## config.mk

```make
export PLATFORM = sky130hd
export DESIGN_NAME = dmpb_bank
export DESIGN_NICKNAME = d
export VERILOG_FILES = /design/src/dmpb_pkg.sv /design/src/dmpb_bank.sv
export SDC_FILE = /design/constraint.sdc
export NUM_CORES = 2
export LEC_CHECK = 0
export BUFFER_PORTS_ARGS = -buffer_cell sky130_fd_sc_hd__buf_2
export CAP_MARGIN = 20
export CORE_ASPECT_RATIO = 0.9
export CORE_MARGIN = 4
export CORE_UTILIZATION = 40
export CTS_CLUSTER_SIZE = 8
export DETAILED_ROUTE_END_ITERATION = 7
export GPL_ROUTABILITY_DRIVEN = 1
export PLACE_DENSITY_LB_ADDON = 0.2
export SKIP_CTS_REPAIR_TIMING = 1
export SLEW_MARGIN = 20
export SYNTH_ARGS = -nofsm -noshare
export SYNTH_HDL_FRONTEND = slang
export SYNTH_SLANG_ARGS = --single-unit
```

## constraint.sdc

```tcl
create_clock -name clk_sys_i -period 69.4 [get_ports clk_sys_i]
set_input_delay 6.94 -clock clk_sys_i [delete_from_list [all_inputs] [get_ports clk_sys_i]]
set_output_delay 6.94 -clock clk_sys_i [all_outputs]
set_load 0.03 [all_outputs]
```

## src/dmpb_pkg.sv

```systemverilog
/*
  Constants of the drive monitor parameter bank: object indices, shipped
  defaults, accepted ranges, status bit positions and timing.
  Assumes one 40 MHz system clock and a service-data request port.
*/
// How it works
// - Peak run torque, skipping start and brake-down
// - Logic supply voltage readable in 0.1 V
// - Motor supply voltage readable in 0.1 V
// - Run start only above threshold 180..240
// - Same threshold drives motor power bit 4
// - Running, voltage may sag to 17.5 V
// - Motor voltage averaged over 100..1000 ms
// - Writable temperature limit, default 70 degrees
// - Internal temperature readable in whole degrees
// - Build date read as year and week
// - Read-only 16-bit serial number
// - End-of-run holding torque for 0..1000 ms
// - Brake stays released for set delay
// - Drag correction trim limited, default 4
// - Drag trim maximum writable only at standstill
// - Standstill readjustment switch, default off
// - Status bit 7 flags temperature exceeded
package dmpb_pkg;
  // ****************************************
  // Object indices
  // ****************************************
  localparam logic [15:0] IDX_SPEED = 16'h2030;
  localparam logic [15:0] IDX_PEAK = 16'h2031;
  localparam logic [15:0] IDX_TORQUE = 16'h2033;
  localparam logic [15:0] IDX_ULOGIC = 16'h203a;
  localparam logic [15:0] IDX_UDRIVE = 16'h203b;
  localparam logic [15:0] IDX_THR = 16'h203c;
  localparam logic [15:0] IDX_WIN = 16'h203d;
  localparam logic [15:0] IDX_TLIM = 16'h203e;
  localparam logic [15:0] IDX_TEMP = 16'h203f;
  localparam logic [15:0] IDX_YW = 16'h2040;
  localparam logic [15:0] IDX_SERIAL = 16'h2041;
  localparam logic [15:0] IDX_HOLD_TQ = 16'h2042;
  localparam logic [15:0] IDX_HOLD_DUR = 16'h2043;
  localparam logic [15:0] IDX_BRAKE = 16'h2045;
  localparam logic [15:0] IDX_LAG = 16'h2046;
  localparam logic [15:0] IDX_REST = 16'h2047;
  // ****************************************
  // Shipped defaults and ranges
  // ****************************************
  localparam logic [15:0] RST_THR = 16'h00b9;
  localparam logic [15:0] RST_WIN = 16'h0064;
  localparam logic [15:0] RST_TLIM = 16'h0046;
  localparam logic [15:0] RST_HOLD_TQ = 16'h0000;
  localparam logic [15:0] RST_HOLD_DUR = 16'h00c8;
  localparam logic [15:0] RST_BRAKE = 16'h03e8;
  localparam logic [15:0] RST_LAG = 16'h0004;
  localparam logic [7:0] RST_REST = 8'h00;
  localparam logic [15:0] MIN_THR = 16'h00b4;
  localparam logic [15:0] MAX_THR = 16'h00f0;
  localparam logic [15:0] MIN_WIN = 16'h0064;
  localparam logic [15:0] MAX_WIN = 16'h03e8;
  localparam logic [15:0] MIN_TLIM = 16'h000a;
  localparam logic [15:0] MAX_TLIM = 16'h0050;
  localparam logic [15:0] MAX_HOLD_DUR = 16'h03e8;
  localparam logic [15:0] MAX_BRAKE = 16'h0bb8;
  localparam logic [15:0] MAX_LAG = 16'h000a;
  localparam logic [15:0] MAX_REST = 16'h0001;
  localparam logic [15:0] RUN_SAG_MIN = 16'h00af;  // 17.5 V in 0.1 V steps
  // ****************************************
  // Status bits and timing
  // ****************************************
  localparam int STAT_MPOW = 4;
  localparam int STAT_TEXC = 7;
  localparam int CLK_PERIOD_NS = 25;
  localparam int MS_NS = 1000000;
  localparam int CYC_PER_MS = MS_NS / CLK_PERIOD_NS;
endpackage

```

## src/dmpb_bank.sv

```systemverilog
/*
  Parameter and measurement object bank of a positioning drive.
  Assumes all measurement and run-phase inputs come from logic on
  clk_sys_i, and a backup store that replays saved objects after reset.
*/
`timescale 1ns/10ps
module dmpb_bank
  import dmpb_pkg::*;
#(
  parameter int CYC_PER_MS_P = CYC_PER_MS
) (
  // Clock and reset
  input wire logic clk_sys_i,
  input wire logic rst_i,
  // Service data request and answer
  input wire logic sdo_req_i,
  input wire logic sdo_wr_i,
  input wire logic [15:0] sdo_index_i,
  input wire logic [15:0] sdo_wdata_i,
  output logic sdo_ack_o,
  output logic sdo_abort_o,
  output logic [15:0] sdo_rdata_o,
  // Measurements
  input wire logic [15:0] speed_i,
  input wire logic [15:0] torque_i,
  input wire logic [15:0] logic_volt_i,
  input wire logic [15:0] motor_volt_i,
  input wire logic [15:0] temp_i,
  // Identity straps, caught after reset
  input wire logic [15:0] year_week_format_i,
  input wire logic [15:0] serial_i,
  // Run phases from the motion control
  input wire logic run_active_i,
  input wire logic start_phase_i,
  input wire logic brake_phase_i,
  // Backup store
  input wire logic nv_wr_i,
  input wire logic [15:0] nv_index_i,
  input wire logic [15:0] nv_data_i,
  output logic nv_save_o,
  output logic [15:0] nv_index_o,
  output logic [15:0] nv_data_o,
  // Drive controls
  output logic run_permit_o,
  output logic [15:0] status_o,
  output logic hold_active_o,
  output logic [15:0] hold_torque_o,
  output logic brake_release_o,
  output logic [15:0] lag_trim_max_o,
  output logic rest_trim_en_o
);
  localparam int MSW = $clog2(CYC_PER_MS_P);

  typedef struct packed {
    logic ack;
    logic abort;
    logic [15:0] rdata;
    logic [15:0] thr;
    logic [15:0] win;
    logic [15:0] tlim;
    logic [15:0] hold_tq;
    logic [15:0] hold_dur;
    logic [15:0] brake;
    logic [15:0] lag;
    logic [7:0] rest;
    logic [15:0] peak;
    logic [15:0] avg;
    logic [25:0] sum;
    logic [15:0] win_cnt;
    logic [MSW-1:0] ms_cnt;
    logic [15:0] hold_ms;
    logic [15:0] brake_ms;
    logic run_d;
    logic permit;
    logic [15:0] status;
    logic hold_act;
    logic brk_rel;
    logic straps_done;
    logic [15:0] yw;
    logic [15:0] serial;
    logic nv_save;
    logic [15:0] nv_idx;
    logic [15:0] nv_data;
  } dmpb_state_t;

  dmpb_state_t s_ff;
  dmpb_state_t nxt_s;

  // ****************************************
  // Write acceptance
  // ****************************************
  // One table decides writability and range for master and backup alike
  function automatic logic wr_ok(input logic [15:0] idx, input logic [15:0] d,
                                 input logic moving);
    logic ok;
    ok = 1'b0;
    case (idx)
      IDX_THR: ok = (d >= MIN_THR) && (d <= MAX_THR);
      IDX_WIN: ok = (d >= MIN_WIN) && (d <= MAX_WIN);
      IDX_TLIM: ok = (d >= MIN_TLIM) && (d <= MAX_TLIM);
      IDX_HOLD_TQ: ok = 1'b1;
      IDX_HOLD_DUR: ok = (d <= MAX_HOLD_DUR);
      IDX_BRAKE: ok = (d <= MAX_BRAKE);
      IDX_LAG: ok = (d <= MAX_LAG) && !moving;
      IDX_REST: ok = (d <= MAX_REST);
      default: ok = 1'b0;
    endcase
    return ok;
  endfunction

  // ****************************************
  // Next state
  // ****************************************
  // Master requests take priority; a backup replay in the same cycle is lost
  always_comb begin
    logic [15:0] widx;
    logic [15:0] wdat;
    logic wen;
    logic accept;
    logic [25:0] total;
    logic ms_tick;
    logic valid_phase;
    nxt_s = s_ff;
    widx = sdo_req_i ? sdo_index_i : nv_index_i;
    wdat = sdo_req_i ? sdo_wdata_i : nv_data_i;
    wen = (sdo_req_i && sdo_wr_i) || (!sdo_req_i && nv_wr_i);
    accept = wen && wr_ok(widx, wdat, run_active_i);
    total = s_ff.sum + 26'(motor_volt_i);
    ms_tick = (s_ff.ms_cnt == MSW'(CYC_PER_MS_P - 1));
    valid_phase = run_active_i && !start_phase_i && !brake_phase_i;
    nxt_s.ack = 1'b0;
    nxt_s.abort = 1'b0;
    nxt_s.nv_save = 1'b0;
    nxt_s.run_d = run_active_i;

    // Identity straps are caught once, on the first cycle after release
    if (!s_ff.straps_done) begin
      nxt_s.straps_done = 1'b1;
      nxt_s.yw = year_week_format_i;
      nxt_s.serial = serial_i;
    end

    // Stored parameters; backup replay restores saved values
    if (accept) begin
      case (widx)
        IDX_THR: nxt_s.thr = wdat;
        IDX_WIN: nxt_s.win = wdat;
        IDX_TLIM: nxt_s.tlim = wdat;
        IDX_HOLD_TQ: nxt_s.hold_tq = wdat;
        IDX_HOLD_DUR: nxt_s.hold_dur = wdat;
        IDX_BRAKE: nxt_s.brake = wdat;
        IDX_LAG: nxt_s.lag = wdat;
        IDX_REST: nxt_s.rest = wdat[7:0];
        default: nxt_s.rest = s_ff.rest;
      endcase
    end

    // Master writes that stick are offered to the backup store
    if (accept && sdo_req_i) begin
      nxt_s.nv_save = 1'b1;
      nxt_s.nv_idx = widx;
      nxt_s.nv_data = wdat;
    end

    // Answer every request one cycle later, ack or abort
    if (sdo_req_i) begin
      nxt_s.rdata = 16'h0000;
      if (sdo_wr_i) begin
        nxt_s.ack = accept;
        nxt_s.abort = !accept;
      end else begin
        nxt_s.ack = 1'b1;
        case (sdo_index_i)
          IDX_SPEED: nxt_s.rdata = speed_i;
          IDX_PEAK: nxt_s.rdata = s_ff.peak;
          IDX_TORQUE: nxt_s.rdata = torque_i;
          IDX_ULOGIC: nxt_s.rdata = logic_volt_i;
          IDX_UDRIVE: nxt_s.rdata = s_ff.avg;
          IDX_THR: nxt_s.rdata = s_ff.thr;
          IDX_WIN: nxt_s.rdata = s_ff.win;
          IDX_TLIM: nxt_s.rdata = s_ff.tlim;
          IDX_TEMP: nxt_s.rdata = temp_i;
          IDX_YW: nxt_s.rdata = s_ff.yw;
          IDX_SERIAL: nxt_s.rdata = s_ff.serial;
          IDX_HOLD_TQ: nxt_s.rdata = s_ff.hold_tq;
          IDX_HOLD_DUR: nxt_s.rdata = s_ff.hold_dur;
          IDX_BRAKE: nxt_s.rdata = s_ff.brake;
          IDX_LAG: nxt_s.rdata = s_ff.lag;
          IDX_REST: nxt_s.rdata = {8'h00, s_ff.rest};
          default: begin
            nxt_s.ack = 1'b0;
            nxt_s.abort = 1'b1;
          end
        endcase
      end
    end

    // Millisecond divider
    nxt_s.ms_cnt = ms_tick ? '0 : s_ff.ms_cnt + MSW'(1);

    // Windowed average, one sample per ms; a window change takes
    // effect once the running count passes it
    if (ms_tick) begin
      if (s_ff.win_cnt + 16'h0001 >= s_ff.win) begin
        nxt_s.avg = 16'(total / 26'(s_ff.win));
        nxt_s.sum = '0;
        nxt_s.win_cnt = 16'h0000;
      end else begin
        nxt_s.sum = total;
        nxt_s.win_cnt = s_ff.win_cnt + 16'h0001;
      end
    end

    // Peak torque of the latest run, cleared when a run begins
    if (run_active_i && !s_ff.run_d) begin
      nxt_s.peak = 16'h0000;
    end else if (valid_phase && (torque_i > s_ff.peak)) begin
      nxt_s.peak = torque_i;
    end

    // End-of-run hold and brake timers, loaded on the first cycle after the run ends
    if (!run_active_i && s_ff.run_d) begin
      nxt_s.hold_ms = s_ff.hold_dur;
      nxt_s.brake_ms = s_ff.brake;
    end else if (run_active_i) begin
      nxt_s.hold_ms = 16'h0000;
      nxt_s.brake_ms = 16'h0000;
    end else if (ms_tick) begin
      nxt_s.hold_ms = (s_ff.hold_ms != 16'h0000) ? s_ff.hold_ms - 16'h0001 : 16'h0000;
      nxt_s.brake_ms = (s_ff.brake_ms != 16'h0000) ? s_ff.brake_ms - 16'h0001 : 16'h0000;
    end
    nxt_s.hold_act = (nxt_s.hold_ms != 16'h0000);
    nxt_s.brk_rel = run_active_i || (nxt_s.brake_ms != 16'h0000);

    // Start needs the threshold; a started run tolerates the sag floor
    if (run_active_i) begin
      nxt_s.permit = (s_ff.avg >= RUN_SAG_MIN);
    end else begin
      nxt_s.permit = (s_ff.avg > s_ff.thr);
    end

    // Status word bits owned here
    nxt_s.status = 16'h0000;
    nxt_s.status[STAT_MPOW] = (s_ff.avg > s_ff.thr);
    nxt_s.status[STAT_TEXC] = ($signed(temp_i) > $signed(s_ff.tlim));
  end

  // ****************************************
  // State register
  // ****************************************
  // Shipped defaults until the backup store replays saved values
  always_ff @(posedge clk_sys_i) begin
    if (rst_i) begin
      s_ff <= '0;
      s_ff.thr <= RST_THR;
      s_ff.win <= RST_WIN;
      s_ff.tlim <= RST_TLIM;
      s_ff.hold_tq <= RST_HOLD_TQ;
      s_ff.hold_dur <= RST_HOLD_DUR;
      s_ff.brake <= RST_BRAKE;
      s_ff.lag <= RST_LAG;
      s_ff.rest <= RST_REST;
    end else begin
      s_ff <= nxt_s;
    end
  end

  // Outputs straight from the state register
  assign sdo_ack_o = s_ff.ack;
  assign sdo_abort_o = s_ff.abort;
  assign sdo_rdata_o = s_ff.rdata;
  assign nv_save_o = s_ff.nv_save;
  assign nv_index_o = s_ff.nv_idx;
  assign nv_data_o = s_ff.nv_data;
  assign run_permit_o = s_ff.permit;
  assign status_o = s_ff.status;
  assign hold_active_o = s_ff.hold_act;
  assign hold_torque_o = s_ff.hold_tq;
  assign brake_release_o = s_ff.brk_rel;
  assign lag_trim_max_o = s_ff.lag;
  assign rest_trim_en_o = s_ff.rest[0];
endmodule

```

==> flow_summary_export.csv <==
group,metric,value,unit
setup_path,startpoint_type,"input pin",
clock_tree,clkLatencyLatePin,610,ps
routing,drtAntennaViolNets,0,
placement,dp_hpwl,98.80,mm
routing,num_vias,34020,
floorplan,die_area,88120,sq um
setup_path,cp_common_cell,"o21a_1",
global_routing,overflow,0,
synthesis,synth_area,33370,sq um
setup_path,crit_type,"input pin to register",
timing,timing.final.crit_period,66130,ps
synthesis,synth-seq-area-share,0.1992,
synthesis,synth_edf_count,0,
timing,fmax,15.12,MHz
synthesis,ys.flop_type,"dfxtp_1",
routing,drc_errors,0,
synthesis,yosys_register_bits,332,
setup_path,cp.arrival,66620,ps
setup_path,cpPeakStageDelay,520,ps
timing,worst_slew_pin_slew,1161,ps
setup_path,cp-end-kind,"register",
clock_tree,cts.htree.levels,2,
cells_and_area,drive_gt1_frac,0.1840,
setup_path,critPathMaxFanout,28,
timing,hold_ws,438.3,ps
floorplan,start_util,0.4035,
global_routing,antenna_found_initial,11,
global_routing,grt_pass1_vias,30940,
synthesis,avgSynthCellArea,7.792,sq um
clock_tree,cts_buffer_depth,3,
clock_tree,clock-sinks,332,
synthesis,synthArstFlopShare,0,
synthesis,synthCells,4283,
timing,setup_viol_count_final,0,
timing,post-route-period-util,0.9529,
clock_tree,cts_buffers,48,
placement,port-buffer-count,272,
global_routing,grt_pass1_wl,187.5,mm
cells_and_area,layout_common_cells,"491 x nor2_1, 376 x ha_1, 331 x dfxtp_1",
global_routing,grt_use_total,0.2714,
synthesis,yosys.cell_types.count,112,
synthesis,yosys_warnings,0,
routing,via_per_inst,5.967,
timing,skew,37.81,ps
floorplan,coreArea,82700,sq um
cells_and_area,area_delta_synth_final,15.14,%
floorplan,die_w,312.5,um
cells_and_area,layout_commonest_cell,"nor2_1",
timing,slew_headroom,0.2263,
clock_tree,cts-root-buf,"clkbuf_16",
setup_path,slowest_stage,"o31ai_1",
timing,hold_viol,0,
routing,routedWlPerCell,22.35,um
clock_tree,clk_pin_slew_worst_paths,70,ps
run_status,status,"finished clean",
routing,drt_wl_total,127.5,mm
clock_tree,cts_tree,"built",
setup_path,required,69890,ps
floorplan,ios,287,
timing,drv_slew,0,
global_routing,grt_max_degree,85,
hold_path,hp-class,"register to register",
flow_run,cap_violations,0,
routing,firstDrtPassIters,6,
floorplan,rows,100,
placement,gp_congestion,0.9628,
cells_and_area,final_nets,5132,
floorplan,die-height,282.0,um
routing,drt-initial-drc-count,3060,
==> state kept, by name, indices dropped and copies added (netlist names) <==
name,cells
s_ff,243
hold_torque_o,16
lag_trim_max_o,16
nv_data_o,16
nv_index_o,16
sdo_rdata_o,16
status_o,2
brake_release_o,1
hold_active_o,1
nv_save_o,1
rest_trim_en_o,1
run_permit_o,1
sdo_abort_o,1
sdo_ack_o,1
==> Yosys cell counts, types with 17 or more instances <==
cell type / count / share of area
a211oi_1: 53 / 0.012
a21o_1: 92 / 0.021
a21oi_1: 297 / 0.045
a221oi_1: 28 / 0.0073
a22o_1: 61 / 0.016
a22oi_1: 47 / 0.011
a31oi_1: 43 / 0.0081
and2_1: 60 / 0.011
and3_1: 55 / 0.010
buf_1: 17 / 0.0019
buf_4: 97 / 0.022
clkbuf_1: 121 / 0.014
dfxtp_1: 332 / 0.20
ha_1: 382 / 0.14
inv_1: 143 / 0.016
mux2_2: 109 / 0.037
mux2i_1: 123 / 0.037
nand2_1: 320 / 0.036
nand2b_1: 54 / 0.010
nand3_1: 81 / 0.012
nand4_1: 46 / 0.0086
nor2_1: 504 / 0.057
nor2b_1: 50 / 0.0094
nor3_1: 153 / 0.023
nor4_1: 30 / 0.0056
o211ai_1: 54 / 0.012
o21a_1: 102 / 0.023
o21ai_0: 195 / 0.029
o31ai_1: 46 / 0.010
or2_2: 28 / 0.0052
or3_1: 45 / 0.0084
xnor2_1: 133 / 0.035
xor2_1: 84 / 0.022
==> cells by family after synthesis <==
logic type	Yosys count	share of synthesized area
other	1	0.0001124
AND/OR/NAND/NOR	1490	0.2135
flip-flops	332	0.1992
XOR/XNOR	217	0.05695
AO/OA/AOI/OAI	1225	0.2520
buffers and inverters	395	0.05609
adder cells (fa/ha/maj)	383	0.1438
multiplexers	240	0.07836
==> worst paths after layout <==
path                                      start            end  slack, ps  cells after the start
worst min-delay path              nv_index_o[5]  nv_index_o[5]        440                      2
worst min register to register    nv_index_o[5]  nv_index_o[5]        440                      2
worst max-delay path            motor_volt_i[6]      s_ff[176]       3270                    304
worst max register to register        s_ff[156]      s_ff[176]       9410                    303
==> layer usage <==
metal  track usage  up-vias  routed length, um
li1              -    16310                  -
met1        0.3893    16180              57930
met2        0.4157     1291              54560
met3       0.04747      245              10730
met4       0.08211        0               4245
met5             0        -                  0
==> per-stage QoR <==
stage	util	TNS [ps]	cell area [sq um]	setup slack, ps	std cells
finish	0.4646	0	38430	3270	5702
detailed placement	0.4377	-169.1	36200	-169.1	5608
floorplan	-	0	33420	1296	4296
global placement	0.4376	0	36190	474.2	5607
CTS	0.4536	0	37510	207.9	5664
global route	0.4645	-339.5	38420	-339.5	5699
==> area by class of cell <==
class,instances,area [sq um]
multi-input combinational,3569,25590
timing repair buffer,469,2905
antenna,9,22.52
clock inverter,4,77.57
tap,1122,1404
inverter,145,544.3
clock buffer,52,1237
sequential,332,6648
fill,8289,44280
==> worst max-delay path, delay by kind of cell <==
family,cells,cell delay [ps]
AOI/OAI and AO/OA,166,32690
and+or+nand+nor,77,11790
adders and majority gates,27,8450
buffers and inverters,25,3750
muxes,8,2640
xor gates and xnor gates,1,220
Power is not shown: default switching activity piles up to over one toggle a cycle in this logic, so the estimate is an artifact.
